`src/core/pmcp_pkg.sv`:
```
// Package for the program memory code protection block.
// Assumes a byte-addressed 22-bit table address space and 8-bit configuration bytes.
package pmcp_pkg;
   localparam int ADDR_W = 22;
   localparam logic [21:0] BOOT_BASE = 22'h000000;
   localparam logic [21:0] BLK0_BASE = 22'h000800;
   localparam logic [21:0] BLK1_BASE = 22'h002000;
   localparam logic [21:0] BLK2_BASE = 22'h004000;
   localparam logic [21:0] BLK3_BASE = 22'h006000;
   localparam logic [21:0] BLK3_LAST = 22'h007FFF;
   localparam logic [21:0] ID_FIRST = 22'h200000;
   localparam logic [21:0] ID_LAST = 22'h200007;
   localparam logic [21:0] DEVID_FIRST = 22'h3FFFFE;
   localparam logic [21:0] DEVID_LAST = 22'h3FFFFF;
   localparam logic [21:0] CFG_FIRST = 22'h300000;
   localparam logic [21:0] CFG_LAST = 22'h30000D;
   localparam logic [21:0] CFG5L_ADDR = 22'h300008;
   localparam logic [21:0] CFG5H_ADDR = 22'h300009;
   localparam logic [21:0] CFG6L_ADDR = 22'h30000A;
   localparam logic [21:0] CFG6H_ADDR = 22'h30000B;
   localparam logic [21:0] CFG7L_ADDR = 22'h30000C;
   localparam logic [21:0] CFG7H_ADDR = 22'h30000D;
   // Field positions
   localparam int REGION_MSB = 3;
   localparam int EE_BIT = 7;
   localparam int BOOT_BIT = 6;
   localparam int CFG_BIT = 5;
   // Implemented bit masks per configuration byte
   localparam logic [7:0] LOW_MASK = 8'h0F;
   localparam logic [7:0] MASK5H = 8'hC0;
   localparam logic [7:0] MASK6H = 8'hE0;
   localparam logic [7:0] MASK7H = 8'h40;
   localparam logic [7:0] ERASED_BYTE = 8'hFF;
   localparam logic [7:0] ZERO_BYTE = 8'h00;
   // Debugger reservations
   localparam int DBG_STACK_LEVELS = 2;
   localparam int DBG_PROG_BYTES = 512;
   localparam int DBG_DATA_BYTES = 10;
   localparam logic [21:0] DBG_PROG_BASE = BLK3_LAST - 22'(DBG_PROG_BYTES) + 22'h000001;
   localparam logic [21:0] SMALL_LAST = BLK2_BASE + 22'h001FFF;

   typedef enum logic [2:0] {
      REG_BOOT = 3'h0,
      REG_B0 = 3'h1,
      REG_B1 = 3'h2,
      REG_B2 = 3'h3,
      REG_B3 = 3'h4,
      REG_NONE = 3'h7
   } pmcp_region_type;

   typedef enum logic [1:0] {
      ST_IDLE = 2'b00,
      ST_BUSY = 2'b01,
      ST_DONE = 2'b11
   } pmcp_state_type;

   typedef enum logic [1:0] {
      OP_READ = 2'h0,
      OP_WRITE = 2'h1,
      OP_BLOCK_ERASE = 2'h2,
      OP_CHIP_ERASE = 2'h3
   } pmcp_op_type;

   typedef enum logic [1:0] {
      TGT_PROG = 2'h0,
      TGT_EEPROM = 2'h1
   } pmcp_target_type;

   typedef struct packed {
      logic valid;
      logic external;
      pmcp_op_type op;
      pmcp_target_type target;
      logic [21:0] addr;
      logic [21:0] instr_addr;
      logic [7:0] wdata;
   } pmcp_req_type;

   typedef struct packed {
      logic done;
      logic granted;
      logic [7:0] rdata;
   } pmcp_resp_type;

   typedef struct packed {
      logic [7:0] cfg5l;
      logic [7:0] cfg5h;
      logic [7:0] cfg6l;
      logic [7:0] cfg6h;
      logic [7:0] cfg7l;
      logic [7:0] cfg7h;
   } pmcp_prot_type;

   typedef struct packed {
      logic mem_wr;
      logic ee_wr;
      logic ee_rd;
      logic erase_all;
      logic [21:0] addr;
      logic [7:0] wdata;
   } pmcp_mem_cmd_type;
endpackage

```
`src/core/pmcp_guard.sv`:
```
// Access guard for program memory, EEPROM, ID and configuration bytes.
// Assumes memory answers reads combinationally on i_mem_rdata for o_mem.addr; one request per three cycles.
//
// How it works
// - Boot region is the first 2 Kbytes from address zero.
// - Four further regions, three on the small variant, start 000800h, 002000h, 004000h, 006000h; end 007FFFh, or 005FFFh on the small variant.
// - Each region has external-access, table-write and cross-read inhibits.
// - External-access inhibit only gates requests from outside the device.
// - Table-write inhibit at zero blocks CPU table writes to that region.
// - Cross-read inhibit at zero still allows reads from code inside region.
// - Cross-read inhibit at zero returns zeros to reads from other regions.
// - Protection bits only go from one to zero by writes.
// - Only reset or external chip or block erase sets protection bits back to one.
// - CPU table access reaches program memory, configuration and device ID.
// - EEPROM read-inhibit refuses external EEPROM reads and writes.
// - EEPROM write-inhibit refuses CPU and external EEPROM writes.
// - CPU EEPROM access ignores the external EEPROM read-inhibit.
// - Config write-inhibit is set only externally and protects config bytes.
// - Eight ID bytes at 200000h-200007h stay readable under protection.
// - Protection bits live in configuration bytes 300008h to 30000Dh.
// - Debug enabled when debug configuration bit is zero.
// - Debug reserves two pins, 2 stack levels, 512 and 10 bytes.
`timescale 1ns/10ps
module pmcp_guard (
   input wire logic i_clk,
   input wire logic i_arst_n,
   input wire logic i_ce,
   input wire logic i_small_variant,
   input wire logic i_debug_cfg,
   input wire pmcp_pkg::pmcp_req_type i_req,
   input wire logic [7:0] i_mem_rdata,
   output pmcp_pkg::pmcp_resp_type o_resp,
   output pmcp_pkg::pmcp_mem_cmd_type o_mem,
   output pmcp_pkg::pmcp_prot_type o_prot,
   output logic o_debug_en,
   output logic o_debug_pins_reserved,
   output logic [1:0] o_debug_stack_levels,
   output logic [21:0] o_debug_prog_base
);
   typedef struct packed {
      pmcp_pkg::pmcp_state_type st;
      pmcp_pkg::pmcp_req_type req;
      pmcp_pkg::pmcp_prot_type prot;
      pmcp_pkg::pmcp_resp_type resp;
      pmcp_pkg::pmcp_mem_cmd_type mem;
      logic debug_en;
   } pmcp_guard_state_type;

   pmcp_guard_state_type cur;
   pmcp_guard_state_type next_cur;

   // Region decode
   // boot and block region decode
   function automatic pmcp_pkg::pmcp_region_type region_of(input logic [21:0] a, input logic small_part);
      region_of = pmcp_pkg::REG_NONE;
      if (a < pmcp_pkg::BLK0_BASE) begin
         region_of = pmcp_pkg::REG_BOOT;
      end else if (a < pmcp_pkg::BLK1_BASE) begin
         region_of = pmcp_pkg::REG_B0;
      end else if (a < pmcp_pkg::BLK2_BASE) begin
         region_of = pmcp_pkg::REG_B1;
      end else if (a < pmcp_pkg::BLK3_BASE) begin
         region_of = pmcp_pkg::REG_B2;
      end else if (a <= pmcp_pkg::BLK3_LAST && !small_part) begin
         region_of = pmcp_pkg::REG_B3;
      end
   endfunction

   // Active-low inhibit bit of one region from one pair of bytes
   function automatic logic inhibit_of(input pmcp_pkg::pmcp_region_type r, input logic [7:0] lo,
                                       input logic [7:0] hi, input int hi_bit);
      inhibit_of = 1'b0;
      case (r)
         pmcp_pkg::REG_BOOT: inhibit_of = !hi[hi_bit];
         pmcp_pkg::REG_B0: inhibit_of = !lo[0];
         pmcp_pkg::REG_B1: inhibit_of = !lo[1];
         pmcp_pkg::REG_B2: inhibit_of = !lo[2];
         pmcp_pkg::REG_B3: inhibit_of = !lo[pmcp_pkg::REGION_MSB];
         default: inhibit_of = 1'b0;
      endcase
   endfunction

   function automatic logic in_range(input logic [21:0] a, input logic [21:0] lo, input logic [21:0] hi);
      in_range = (a >= lo) && (a <= hi);
   endfunction

   // Read of a protection byte, unimplemented bits as zero
   function automatic logic [7:0] cfg_read(input logic [21:0] a, input pmcp_pkg::pmcp_prot_type p,
                                           output logic hit);
      hit = 1'b1;
      cfg_read = pmcp_pkg::ZERO_BYTE;
      if (a == pmcp_pkg::CFG5L_ADDR) begin
         cfg_read = p.cfg5l;
      end else if (a == pmcp_pkg::CFG5H_ADDR) begin
         cfg_read = p.cfg5h;
      end else if (a == pmcp_pkg::CFG6L_ADDR) begin
         cfg_read = p.cfg6l;
      end else if (a == pmcp_pkg::CFG6H_ADDR) begin
         cfg_read = p.cfg6h;
      end else if (a == pmcp_pkg::CFG7L_ADDR) begin
         cfg_read = p.cfg7l;
      end else if (a == pmcp_pkg::CFG7H_ADDR) begin
         cfg_read = p.cfg7h;
      end else begin
         hit = 1'b0;
      end
   endfunction

   // Write: only clears allowed, masked to implemented bits
   // one to zero only
   function automatic logic [7:0] clear_only(input logic [7:0] old, input logic [7:0] wd, input logic [7:0] m);
      clear_only = old & (wd | ~m);
   endfunction

   always_comb begin
      pmcp_pkg::pmcp_region_type tgt_reg;
      pmcp_pkg::pmcp_region_type src_reg;
      logic is_prog;
      logic is_id;
      logic is_cfg;
      logic is_devid;
      logic cfg_hit;
      logic [7:0] cfg_val;
      logic ext_inh;
      logic wr_inh;
      logic xrd_inh;
      logic ee_ext_inh;
      logic ee_wr_inh;
      logic cfg_wr_inh;
      logic ok;
      logic [7:0] rd;
      next_cur = cur;
      next_cur.resp.done = 1'b0;
      next_cur.mem.mem_wr = 1'b0;
      next_cur.mem.ee_wr = 1'b0;
      next_cur.mem.ee_rd = 1'b0;
      next_cur.mem.erase_all = 1'b0;
      ok = 1'b0;
      rd = pmcp_pkg::ZERO_BYTE;
      tgt_reg = region_of(cur.req.addr, i_small_variant);
      src_reg = region_of(cur.req.instr_addr, i_small_variant);
      is_prog = (tgt_reg != pmcp_pkg::REG_NONE);
      is_id = in_range(cur.req.addr, pmcp_pkg::ID_FIRST, pmcp_pkg::ID_LAST);
      is_cfg = in_range(cur.req.addr, pmcp_pkg::CFG_FIRST, pmcp_pkg::CFG_LAST);
      is_devid = in_range(cur.req.addr, pmcp_pkg::DEVID_FIRST, pmcp_pkg::DEVID_LAST);
      cfg_val = cfg_read(cur.req.addr, cur.prot, cfg_hit);
      ext_inh = inhibit_of(tgt_reg, cur.prot.cfg5l, cur.prot.cfg5h, pmcp_pkg::BOOT_BIT);
      wr_inh = inhibit_of(tgt_reg, cur.prot.cfg6l, cur.prot.cfg6h, pmcp_pkg::BOOT_BIT);
      xrd_inh = inhibit_of(tgt_reg, cur.prot.cfg7l, cur.prot.cfg7h, pmcp_pkg::BOOT_BIT);
      ee_ext_inh = !cur.prot.cfg5h[pmcp_pkg::EE_BIT];
      ee_wr_inh = !cur.prot.cfg6h[pmcp_pkg::EE_BIT];
      cfg_wr_inh = !cur.prot.cfg6h[pmcp_pkg::CFG_BIT];
      next_cur.debug_en = !i_debug_cfg;
      case (cur.st)
         pmcp_pkg::ST_IDLE: begin
            if (i_req.valid) begin
               next_cur.req = i_req;
               // Memory addressed during the busy cycle
               next_cur.mem.addr = i_req.addr;
               next_cur.mem.wdata = i_req.wdata;
               next_cur.st = pmcp_pkg::ST_BUSY;
            end
         end
         pmcp_pkg::ST_BUSY: begin
            next_cur.st = pmcp_pkg::ST_DONE;
            next_cur.mem.addr = cur.req.addr;
            next_cur.mem.wdata = cur.req.wdata;
            if (cur.req.target == pmcp_pkg::TGT_EEPROM) begin
               if (cur.req.op == pmcp_pkg::OP_READ) begin
                  ok = !(cur.req.external && ee_ext_inh);
                  rd = ok ? i_mem_rdata : pmcp_pkg::ZERO_BYTE;
                  next_cur.mem.ee_rd = ok;
               end else if (cur.req.op == pmcp_pkg::OP_WRITE) begin
                  ok = !ee_wr_inh && !(cur.req.external && ee_ext_inh);
                  next_cur.mem.ee_wr = ok;
               end
            end else if (cur.req.op == pmcp_pkg::OP_CHIP_ERASE || cur.req.op == pmcp_pkg::OP_BLOCK_ERASE) begin
               // erase only from outside restores ones
               if (cur.req.external) begin
                  ok = 1'b1;
                  next_cur.mem.erase_all = 1'b1;
                  next_cur.prot.cfg5l = pmcp_pkg::ERASED_BYTE & pmcp_pkg::LOW_MASK;
                  next_cur.prot.cfg5h = pmcp_pkg::ERASED_BYTE & pmcp_pkg::MASK5H;
                  next_cur.prot.cfg6l = pmcp_pkg::ERASED_BYTE & pmcp_pkg::LOW_MASK;
                  next_cur.prot.cfg6h = pmcp_pkg::ERASED_BYTE & pmcp_pkg::MASK6H;
                  next_cur.prot.cfg7l = pmcp_pkg::ERASED_BYTE & pmcp_pkg::LOW_MASK;
                  next_cur.prot.cfg7h = pmcp_pkg::ERASED_BYTE & pmcp_pkg::MASK7H;
               end
            end else if (cur.req.op == pmcp_pkg::OP_READ) begin
               if (is_prog) begin
                  // external inhibit only for outside requests
                  // CPU table read of program memory
                  if (cur.req.external) begin
                     ok = !ext_inh;
                  end else begin
                     ok = !xrd_inh || (src_reg == tgt_reg);
                  end
                  rd = ok ? i_mem_rdata : pmcp_pkg::ZERO_BYTE;
               end else if (is_id || is_devid) begin
                  ok = 1'b1;
                  rd = i_mem_rdata;
               end else if (is_cfg) begin
                  ok = 1'b1;
                  rd = cfg_hit ? cfg_val : i_mem_rdata;
               end else begin
                  rd = pmcp_pkg::ZERO_BYTE;
               end
            end else if (cur.req.op == pmcp_pkg::OP_WRITE) begin
               if (is_prog) begin
                  if (cur.req.external) begin
                     ok = !ext_inh;
                  end else begin
                     ok = !wr_inh;
                  end
                  next_cur.mem.mem_wr = ok;
               end else if (is_id) begin
                  ok = 1'b1;
                  next_cur.mem.mem_wr = 1'b1;
               end else if (is_cfg && !cfg_wr_inh) begin
                  // config bytes protected; config inhibit external only
                  ok = 1'b1;
                  if (cur.req.addr == pmcp_pkg::CFG5L_ADDR) begin
                     next_cur.prot.cfg5l = clear_only(cur.prot.cfg5l, cur.req.wdata, pmcp_pkg::LOW_MASK);
                  end else if (cur.req.addr == pmcp_pkg::CFG5H_ADDR) begin
                     next_cur.prot.cfg5h = clear_only(cur.prot.cfg5h, cur.req.wdata, pmcp_pkg::MASK5H);
                  end else if (cur.req.addr == pmcp_pkg::CFG6L_ADDR) begin
                     next_cur.prot.cfg6l = clear_only(cur.prot.cfg6l, cur.req.wdata, pmcp_pkg::LOW_MASK);
                  end else if (cur.req.addr == pmcp_pkg::CFG6H_ADDR) begin
                     next_cur.prot.cfg6h = clear_only(cur.prot.cfg6h,
                        cur.req.external ? cur.req.wdata : (cur.req.wdata | (8'h01 << pmcp_pkg::CFG_BIT)),
                        pmcp_pkg::MASK6H);
                  end else if (cur.req.addr == pmcp_pkg::CFG7L_ADDR) begin
                     next_cur.prot.cfg7l = clear_only(cur.prot.cfg7l, cur.req.wdata, pmcp_pkg::LOW_MASK);
                  end else if (cur.req.addr == pmcp_pkg::CFG7H_ADDR) begin
                     next_cur.prot.cfg7h = clear_only(cur.prot.cfg7h, cur.req.wdata, pmcp_pkg::MASK7H);
                  end else begin
                     next_cur.mem.mem_wr = 1'b1;
                  end
               end
            end
            next_cur.resp.granted = ok;
            next_cur.resp.rdata = rd;
            next_cur.resp.done = 1'b1;
         end
         pmcp_pkg::ST_DONE: begin
            next_cur.st = pmcp_pkg::ST_IDLE;
         end
         default: begin
            next_cur.st = pmcp_pkg::ST_IDLE;
         end
      endcase
   end

   always_ff @(posedge i_clk or negedge i_arst_n) begin
      if (!i_arst_n) begin
         cur.st <= pmcp_pkg::ST_IDLE;
         cur.req <= '0;
         cur.prot.cfg5l <= pmcp_pkg::ERASED_BYTE & pmcp_pkg::LOW_MASK;
         cur.prot.cfg5h <= pmcp_pkg::ERASED_BYTE & pmcp_pkg::MASK5H;
         cur.prot.cfg6l <= pmcp_pkg::ERASED_BYTE & pmcp_pkg::LOW_MASK;
         cur.prot.cfg6h <= pmcp_pkg::ERASED_BYTE & pmcp_pkg::MASK6H;
         cur.prot.cfg7l <= pmcp_pkg::ERASED_BYTE & pmcp_pkg::LOW_MASK;
         cur.prot.cfg7h <= pmcp_pkg::ERASED_BYTE & pmcp_pkg::MASK7H;
         cur.resp <= '0;
         cur.mem <= '0;
         cur.debug_en <= 1'b0;
      end else if (i_ce) begin
         cur <= next_cur;
      end
   end

   always_ff @(posedge i_clk or negedge i_arst_n) begin
      if (!i_arst_n) begin
         o_debug_pins_reserved <= 1'b0;
         o_debug_stack_levels <= 2'h0;
         o_debug_prog_base <= 22'h000000;
      end else if (i_ce) begin
         o_debug_pins_reserved <= next_cur.debug_en;
         o_debug_stack_levels <= next_cur.debug_en ? 2'(pmcp_pkg::DBG_STACK_LEVELS) : 2'h0;
         o_debug_prog_base <= next_cur.debug_en ?
            (i_small_variant ? pmcp_pkg::SMALL_LAST - 22'(pmcp_pkg::DBG_PROG_BYTES) + 22'h000001
                             : pmcp_pkg::DBG_PROG_BASE) : 22'h000000;
      end
   end

   assign o_resp = cur.resp;
   assign o_mem = cur.mem;
   assign o_prot = cur.prot;
   assign o_debug_en = cur.debug_en;
endmodule

```
`config.mk`:
```
export PLATFORM = sky130hd
export DESIGN_NAME = pmcp_guard
export DESIGN_NICKNAME = d
export VERILOG_FILES = /design/src/core/pmcp_pkg.sv /design/src/core/pmcp_guard.sv
export SDC_FILE = /design/constraint.sdc
export NUM_CORES = 1
export LEC_CHECK = 0
export ABC_AREA = 0
export BUFFER_PORTS_ARGS = -buffer_cell sky130_fd_sc_hd__buf_4
export CAP_MARGIN = 10
export CORE_ASPECT_RATIO = 0.6
export CORE_MARGIN = 10
export CORE_UTILIZATION = 36
export DETAILED_ROUTE_END_ITERATION = 7
export MAX_ROUTING_LAYER = met4
export PLACE_DENSITY_LB_ADDON = 0.2
export RECOVER_POWER = 25
export SLEW_MARGIN = 15
export SYNTH_ARGS = -nofsm -noshare
export SYNTH_HDL_FRONTEND = slang
export SYNTH_SLANG_ARGS = --single-unit
```
`constraint.sdc`:
```
create_clock -name i_clk -period 2.3 [get_ports i_clk]
set_clock_uncertainty 0.2 [all_clocks]
set_input_delay 0.345 -clock i_clk [delete_from_list [all_inputs] [get_ports i_clk]]
set_output_delay 0.345 -clock i_clk [all_outputs]
set_load 0.005 [all_outputs]
```
==> out/metrics.cfg, run 1 <==
[synth]
synth.top_cell.area_share=0.3783
synth-seq-cells=112
syn_area_sq_mm=0.006218
yosys_warnings=0
synth_cells=612
synthTopCellsByArea=dfrtp_1, buf_4, mux2_2
synth.distinct_cells=58
synth_area_leader_cell=dfrtp_1
ys.flop_type=dfrtp_1
synth-edff-count=0
synthesis.area_per_instance_sq_um=10.16
async_reset_ff_frac=1.000
ys_seq_area_frac=0.4543

[placement]
hpwl_um=15060
dp_cells=969
port_buffers=130
routabilityCongestion=0.8947

[sta]
setup_viol_count_final=12
fin_crit_ps=2501
hold_viol_final=0
finalCritPeriodShare=1.087
fmax_mhz=399.9
setup_ws_ps=-200.5
max_slew_margin=0.2853
timing.setup.tns_ps=-1339
rsz0062_at_grt=yes
worst_pin_slew_ps=1072
slew_violations=0

[worst_setup_path]
crit_type=reg -> reg
crit_path_max_incr_delay_ps=550
reg2reg_depth=8
cp_top_family=compound AO/OA/AOI/OAI gates
worst-path-buf-inv=2
cp-start-kind=register
crit_fanout=3
r2r_setup_slack_ps=-200
crit_chain=or4_4, o2111ai_4, a31oi_4, buf_4, a221oi_2, buf_4, nor2_2, a221o_1
r2r-end=o_resp[2]$_DFFE_PN0P_
r2r_start=o_prot[38]$_DFFE_PN1P_
required_ps=2340
cpMostUsedCell=buf_4
cp.arrival_ps=2540
endpoint_kind=register
crit_slowest_cell=or4_4

[grt]
gr-total-overflow=0
grt_max_degree=42
grt_antenna_before_repair=0
grt_pass1_wl_um=29440
grt_pass1_vias=5058
grtUsageTotal=0.1676

[run_status]
status=complete, but fails checks
violations=setup timing

[layout]
multi_input_area_sq_mm=0.002818
drive_above_1_share=0.4499
utilization=0.4724
seqCellArea_sq_mm=0.002826
nNetsFinal=824
layout_common_cells=buf_4, dfrtp_1, nand2_1
antenna_cells=0
nFillCells=1648
layout_commonest_cell=buf_4
area_growth_pct=29.42
stdcell_count=992

[floorplanning]
ios=189
fp.dieH_um=121.8
row_count=37
start_util=0.3650
core_area_sq_mm=0.01704
die_area_sq_mm=0.02310
fp.dieW_um=189.7

[power_and_ir_drop]
ir_drop_v=0.0004525
p_per_area_mw_per_mm2=1285
power_leakage_uw=0.003700

[hold_path]
hp-class=in -> reg
hp-start=i_req[51]
hold_end=cur[144]$_DFFE_PN0P_
min_path_cells=3

[clock_network]
cts_tree=built
cts_sinks=112
cts_inserted_buffers=9
root_buffer=clkbuf_16
htreeDepth=3
clk_latency_ps=360
clkTransAtPathRegs_ps=80
cts_buffer_depth=2

[drt]
route.detailed.drc=0
drtIter0Drc=213
via_per_inst=4.899
wl_um=19220
dr.pass1.iters=5
ant_nets=0
vias=4860
wl_per_cell_um=19.38

[run]
cap_violations=0

-- routing by layer --
layer,vias to the layer above,part of all wire,wire (um),global-route usage
li1,2285,-,-,-
met1,2407,0.51,9805,0.2419
met2,154,0.41,7904,0.2276
met3,14,0.069,1328,0.04566
met4,0,0.0094,181,0.03307
met5,-,0,0,-
-- synth_stat cells (11+ instances only) --
| cell | n |
|---|---|
| buf_4 | 116 |
| dfrtp_1 | 94 |
| nand2_1 | 56 |
| o21ai_0 | 47 |
| mux2_2 | 43 |
| mux2i_1 | 32 |
| nor2_1 | 24 |
| clkbuf_1 | 20 |
| dfstp_2 | 18 |
| inv_1 | 18 |
| a21oi_1 | 11 |
| o22a_1 | 11 |
-- metrics by stage --
stage	worst slack, ps	power [uW]	hold slack [ps]	area, sq um
detailed placement	-295.3	8418	178.8	7423
CTS	-216.3	10310	3.660	7949
finish	-200.5	10340	12.08	8048
global placement	-323.9	8313	163.9	7423
global route	-272.6	11050	8.086	8048
floorplan	-36.69	6428	-150.6	6391
-- registers in the layout (all words and copies together) (netlist names) --
signal / flops
cur: 48
o_resp: 10
o_mem: 34
o_prot: 18
o_debug_prog_base: 2
-- cell type report --
type                       count  area share
clock buffer                  11     0.03141
clock inverter                 5    0.007929
inverter                      18    0.008396
multi-input combinational    388      0.3501
sequential                   112      0.3512
tap                          234     0.03638
timing repair buffer         224      0.2146
-- worst max-delay path by stage --
stage	start	end	slack [ps]	cells past startpoint
3_5_place_dp	cur[134]$_DFFE_PN0P_	o_resp[5]$_DFFE_PN0P_	-300	7
6_report	o_prot[38]$_DFFE_PN1P_	o_resp[2]$_DFFE_PN0P_	-200	8
3_3_place_gp	cur[137]$_DFFE_PN0P_	o_resp[6]$_DFFE_PN0P_	-320	10
4_1_cts	o_prot[38]$_DFFE_PN1P_	o_resp[2]$_DFFE_PN0P_	-220	8
5_1_grt	o_prot[38]$_DFFE_PN1P_	o_resp[0]$_DFFE_PN0P_	-270	8
2_1_floorplan	cur[135]$_DFFE_PN0P_	o_resp[0]$_DFFE_PN0P_	-40	7
-- worst min-delay path, cell delays in order --
cell,delay [ps]
buf_4,90
nand2_1,40
o21ai_0,60
-- cells by family after synthesis --
family                    count (synthesis)  synth area share
AOI/OAI and AO/OA                       123            0.1364
xor gates and xnor gates                  3          0.004226
muxes                                    75            0.1294
other                                     1         0.0006030
buffers and inverters                   158            0.1658
DFF                                     112            0.4543
and+or+nand+nor                         140            0.1093
-- what timing repair did --
action / in CTS / in global routing
resized for setup: 30 / 26
pin swaps: 18 / 16
setup buffers: 3 / 1
hold buffers: 4 / 0
setup endpoints to repair: 28 / 28
endpoints found under the hold margin: 31 / 0
-- where the power goes --
| group | switching, uW | leakage, uW | total (uW) | internal [uW] |
|---|---|---|---|---|
| logic | 2410 | 0.00219 | 4930 | 2510 |
| clock network | 760 | 0.000152 | 1670 | 914 |
| registers | 794 | 0.00136 | 3740 | 2940 |
| total | 3970 | 0.00370 | 10300 | 6370 |
Power figures use the tool's default switching activity.
==> inputs of run 2 (changes only) <==
- CELL_PAD_IN_SITES_DETAIL_PLACEMENT: not set -> 1
- CELL_PAD_IN_SITES_GLOBAL_PLACEMENT: not set -> 2
- CORE_UTILIZATION: 36 -> 28
==> run 2 against run 1 <==
Net effect:
- the flow finishes with violations (slew limit, setup timing)
- clock-buffer cell count shrank 1
- largest power group unchanged
- first-iteration DRC count grew 18%
- flip-flop and latch count is the same
- setup slack gained 11 ps
- register-to-register slack is essentially flat
- cell count grew 6.4%
==> out/metrics.cfg, run 2 (same netlist as run 1, synthesis figures left out) <==
[layout]
area_growth_pct=35.35  ; was 29.42%
nNetsFinal=835  ; was 824
largest_reg_flops=48  ; unchanged
antenna_cells=0  ; unchanged
layout_commonest_cell=buf_4  ; unchanged
nFillCells=2430  ; was 1,648
layout_common_cells=buf_4, dfrtp_1, nand2_1  ; unchanged
top_register=cur  ; unchanged
drive_above_1_share=0.4694  ; was 0.4499

[worst_setup_path]
cp.arrival_ps=2590  ; was 2540 ps
r2r-end=o_resp[7]$_DFFE_PN0P_  ; was o_resp[2]$_DFFE_PN0P_
crit_path_end=o_resp[7]$_DFFE_PN0P_  ; was o_resp[2]$_DFFE_PN0P_
crit_chain=nor4_2, buf_4, nand3_4, or4_4, buf_6, nor4_2, buf_4, a221o_1  ; was or4_4, o2111ai_4, a31oi_4, buf_4, a221oi_2, buf_4, nor2_2, a221o_1
reg2reg_depth=8  ; unchanged
crit_path_max_incr_delay_ps=530  ; was 550 ps
crit_fanout=3  ; unchanged
r2r_setup_slack_ps=-190  ; was -200 ps
r2r_start=cur[133]$_DFFE_PN0P_  ; was o_prot[38]$_DFFE_PN1P_
endpoint_kind=register  ; unchanged
required_ps=2400  ; was 2340 ps
crit_type=reg -> reg  ; unchanged
cp-start-kind=register  ; unchanged
cp_top_family=simple AND/OR/NAND/NOR gates  ; was compound AO/OA/AOI/OAI gates
crit_cells=8  ; unchanged
critPathLaunch=cur[133]$_DFFE_PN0P_  ; was o_prot[38]$_DFFE_PN1P_
worst-path-buf-inv=3  ; was 2
crit_slowest_cell=or4_4  ; unchanged

[floorplanning]
core_area_sq_mm=0.02191  ; was 0.01704 sq mm
die_area_sq_mm=0.02877  ; was 0.02310 sq mm
fp.dieW_um=212.4  ; was 189.7 um
fp.dieH_um=135.4  ; was 121.8 um
start_util=0.2838  ; was 0.3650
row_count=42  ; was 37
ios=189  ; unchanged

[power_and_ir_drop]
ir_drop_v=0.0004613  ; was 0.0004525 V
power_leakage_uw=0.003789  ; was 0.003700 uW
p_per_area_mw_per_mm2=1287  ; was 1285 mW/mm^2

[grt]
grt_antenna_before_repair=0  ; unchanged
grtUsageTotal=0.1560  ; was 0.1676
gr-total-overflow=0  ; unchanged
grt_max_degree=113  ; was 42
grt_pass1_vias=5320  ; was 5,058
grt_pass1_wl_um=33410  ; was 29,440 um

[placement]
pre_cts_slack_ps=-475.7  ; was -295.3 ps
routabilityCongestion=0.8682  ; was 0.8947
port_buffers=130  ; unchanged
hpwl_um=16650  ; was 15,060 um

[sta]
worst_pin_slew_ps=1548  ; was 1072 ps
rsz0062_at_grt=yes  ; unchanged
slew_violations=99  ; was 0
fin_crit_ps=2489  ; was 2501 ps
hold_viol_final=0  ; unchanged
finalCritPeriodShare=1.082  ; was 1.087
setup_viol_count_final=16  ; was 12
setup_ws_ps=-189.4  ; was -200.5 ps
max_slew_margin=-0.03212  ; was 0.2853
fmax_mhz=401.7  ; was 399.9 MHz
timing.setup.tns_ps=-1665  ; was -1339 ps

[run_status]
violations=slew limit, setup timing  ; was setup timing
status=complete, but fails checks  ; unchanged

[drt]
ant_nets=0  ; unchanged
via_per_inst=4.666  ; was 4.899
vias=4923  ; was 4,860
wl_um=21780  ; was 19,220 um
wl_per_cell_um=20.64  ; was 19.38 um
route.detailed.drc=0  ; unchanged
dr.pass1.iters=6  ; was 5
drtIter0Drc=252  ; was 213

[clock_network]
cts_buffer_depth=2  ; unchanged
cts_inserted_buffers=9  ; unchanged
cts_tree=built  ; unchanged
root_buffer=clkbuf_16  ; unchanged
clkTransAtPathRegs_ps=80  ; about the same
cts_sinks=112  ; unchanged
htreeDepth=3  ; unchanged
clk_latency_ps=370  ; was 360 ps

[run]
cap_violations=0  ; unchanged

[hold_path]
hp-class=in -> reg  ; unchanged

run 2: cell types whose count changed in the layout (fill, tap and decap cells not counted), moves of 2 or more:
cell / previous run / this run
o21ai_2: 5 / 3
o21ai_4: 0 / 2
clkbuf_8: 2 / 0
nor4_2: 4 / 6
clkinv_2: 0 / 2
buf_6: 2 / 17
clkbuf_4: 10 / 2
dlygate4sd3_1: 4 / 11
nand3_4: 2 / 4
bufinv_16: 1 / 3
clkinv_4: 2 / 0
run 2: power breakdown:
part	switching (uW)	leakage, uW	internal (uW)
Clock	754	0.000162	1060
Sequential	826	0.00136	2940
Combinational	2630	0.00227	2620
run 2: how the worst min path moves through the flow:
stage	slack [ps]	start	endpoint	depth (start not counted)
4_1_cts	0.3	i_req[26]	cur[119]$_DFFE_PN0P_	2
2_1_floorplan	-150	i_arst_n	cur[100]$_DFFE_PN0P_	0
3_3_place_gp	270	o_mem[18]$_DFFE_PN0P_	o_mem[18]$_DFFE_PN0P_	2
6_report	10	i_req[29]	cur[122]$_DFFE_PN0P_	2
3_5_place_dp	280	o_mem[17]$_DFFE_PN0P_	o_mem[17]$_DFFE_PN0P_	2
5_1_grt	0.6	i_req[29]	cur[122]$_DFFE_PN0P_	2
run 2: metrics by stage:
| step | hold slack (ps) | utilization | power, uW | cell area, sq um | instances |
|---|---|---|---|---|---|
| 4_1_cts | 0.3394 | 0.3731 | 10720 | 8175 | 1051 |
| 2_1_floorplan | -150.6 | - | 6428 | 6391 | 658 |
| 3_3_place_gp | 268.3 | 0.3405 | 8430 | 7461 | 1019 |
| 5_1_grt | 0.6258 | 0.3841 | 11610 | 8417 | 1055 |
| 6_report | 13.34 | 0.3841 | 10830 | 8417 | 1055 |
| 3_5_place_dp | 275.7 | 0.3405 | 8567 | 7461 | 1019 |
run 2: cell type report:
class / count / area (sq um) / share of cell area
clock inverters: 6 / 107.6 / 0.01278
inverters: 18 / 71.32 / 0.008473
repair buffers: 235 / 1877 / 0.2230
clock buffers: 10 / 229.0 / 0.02720
flip-flops and latches: 112 / 2825 / 0.3357
multi-input cells: 388 / 2949 / 0.3504
well taps: 286 / 357.8 / 0.04252
run 2: metal layers:
layer,routed length (um),track usage,vias up
met1,11330,0.2256,2470
li1,-,-,2312
met3,1331,0.04205,12
met2,8891,0.2099,129
met4,218,0.03198,0
met5,0,-,-
run 2: repair_timing:
item | CTS | global route
hold buffers | 10 | 1
pin swaps | 27 | 26
resized for setup | 52 | 43
hold endpoints to repair | 103 | 1
setup endpoints to repair | 28 | 28
buffers inserted | 6 | 5
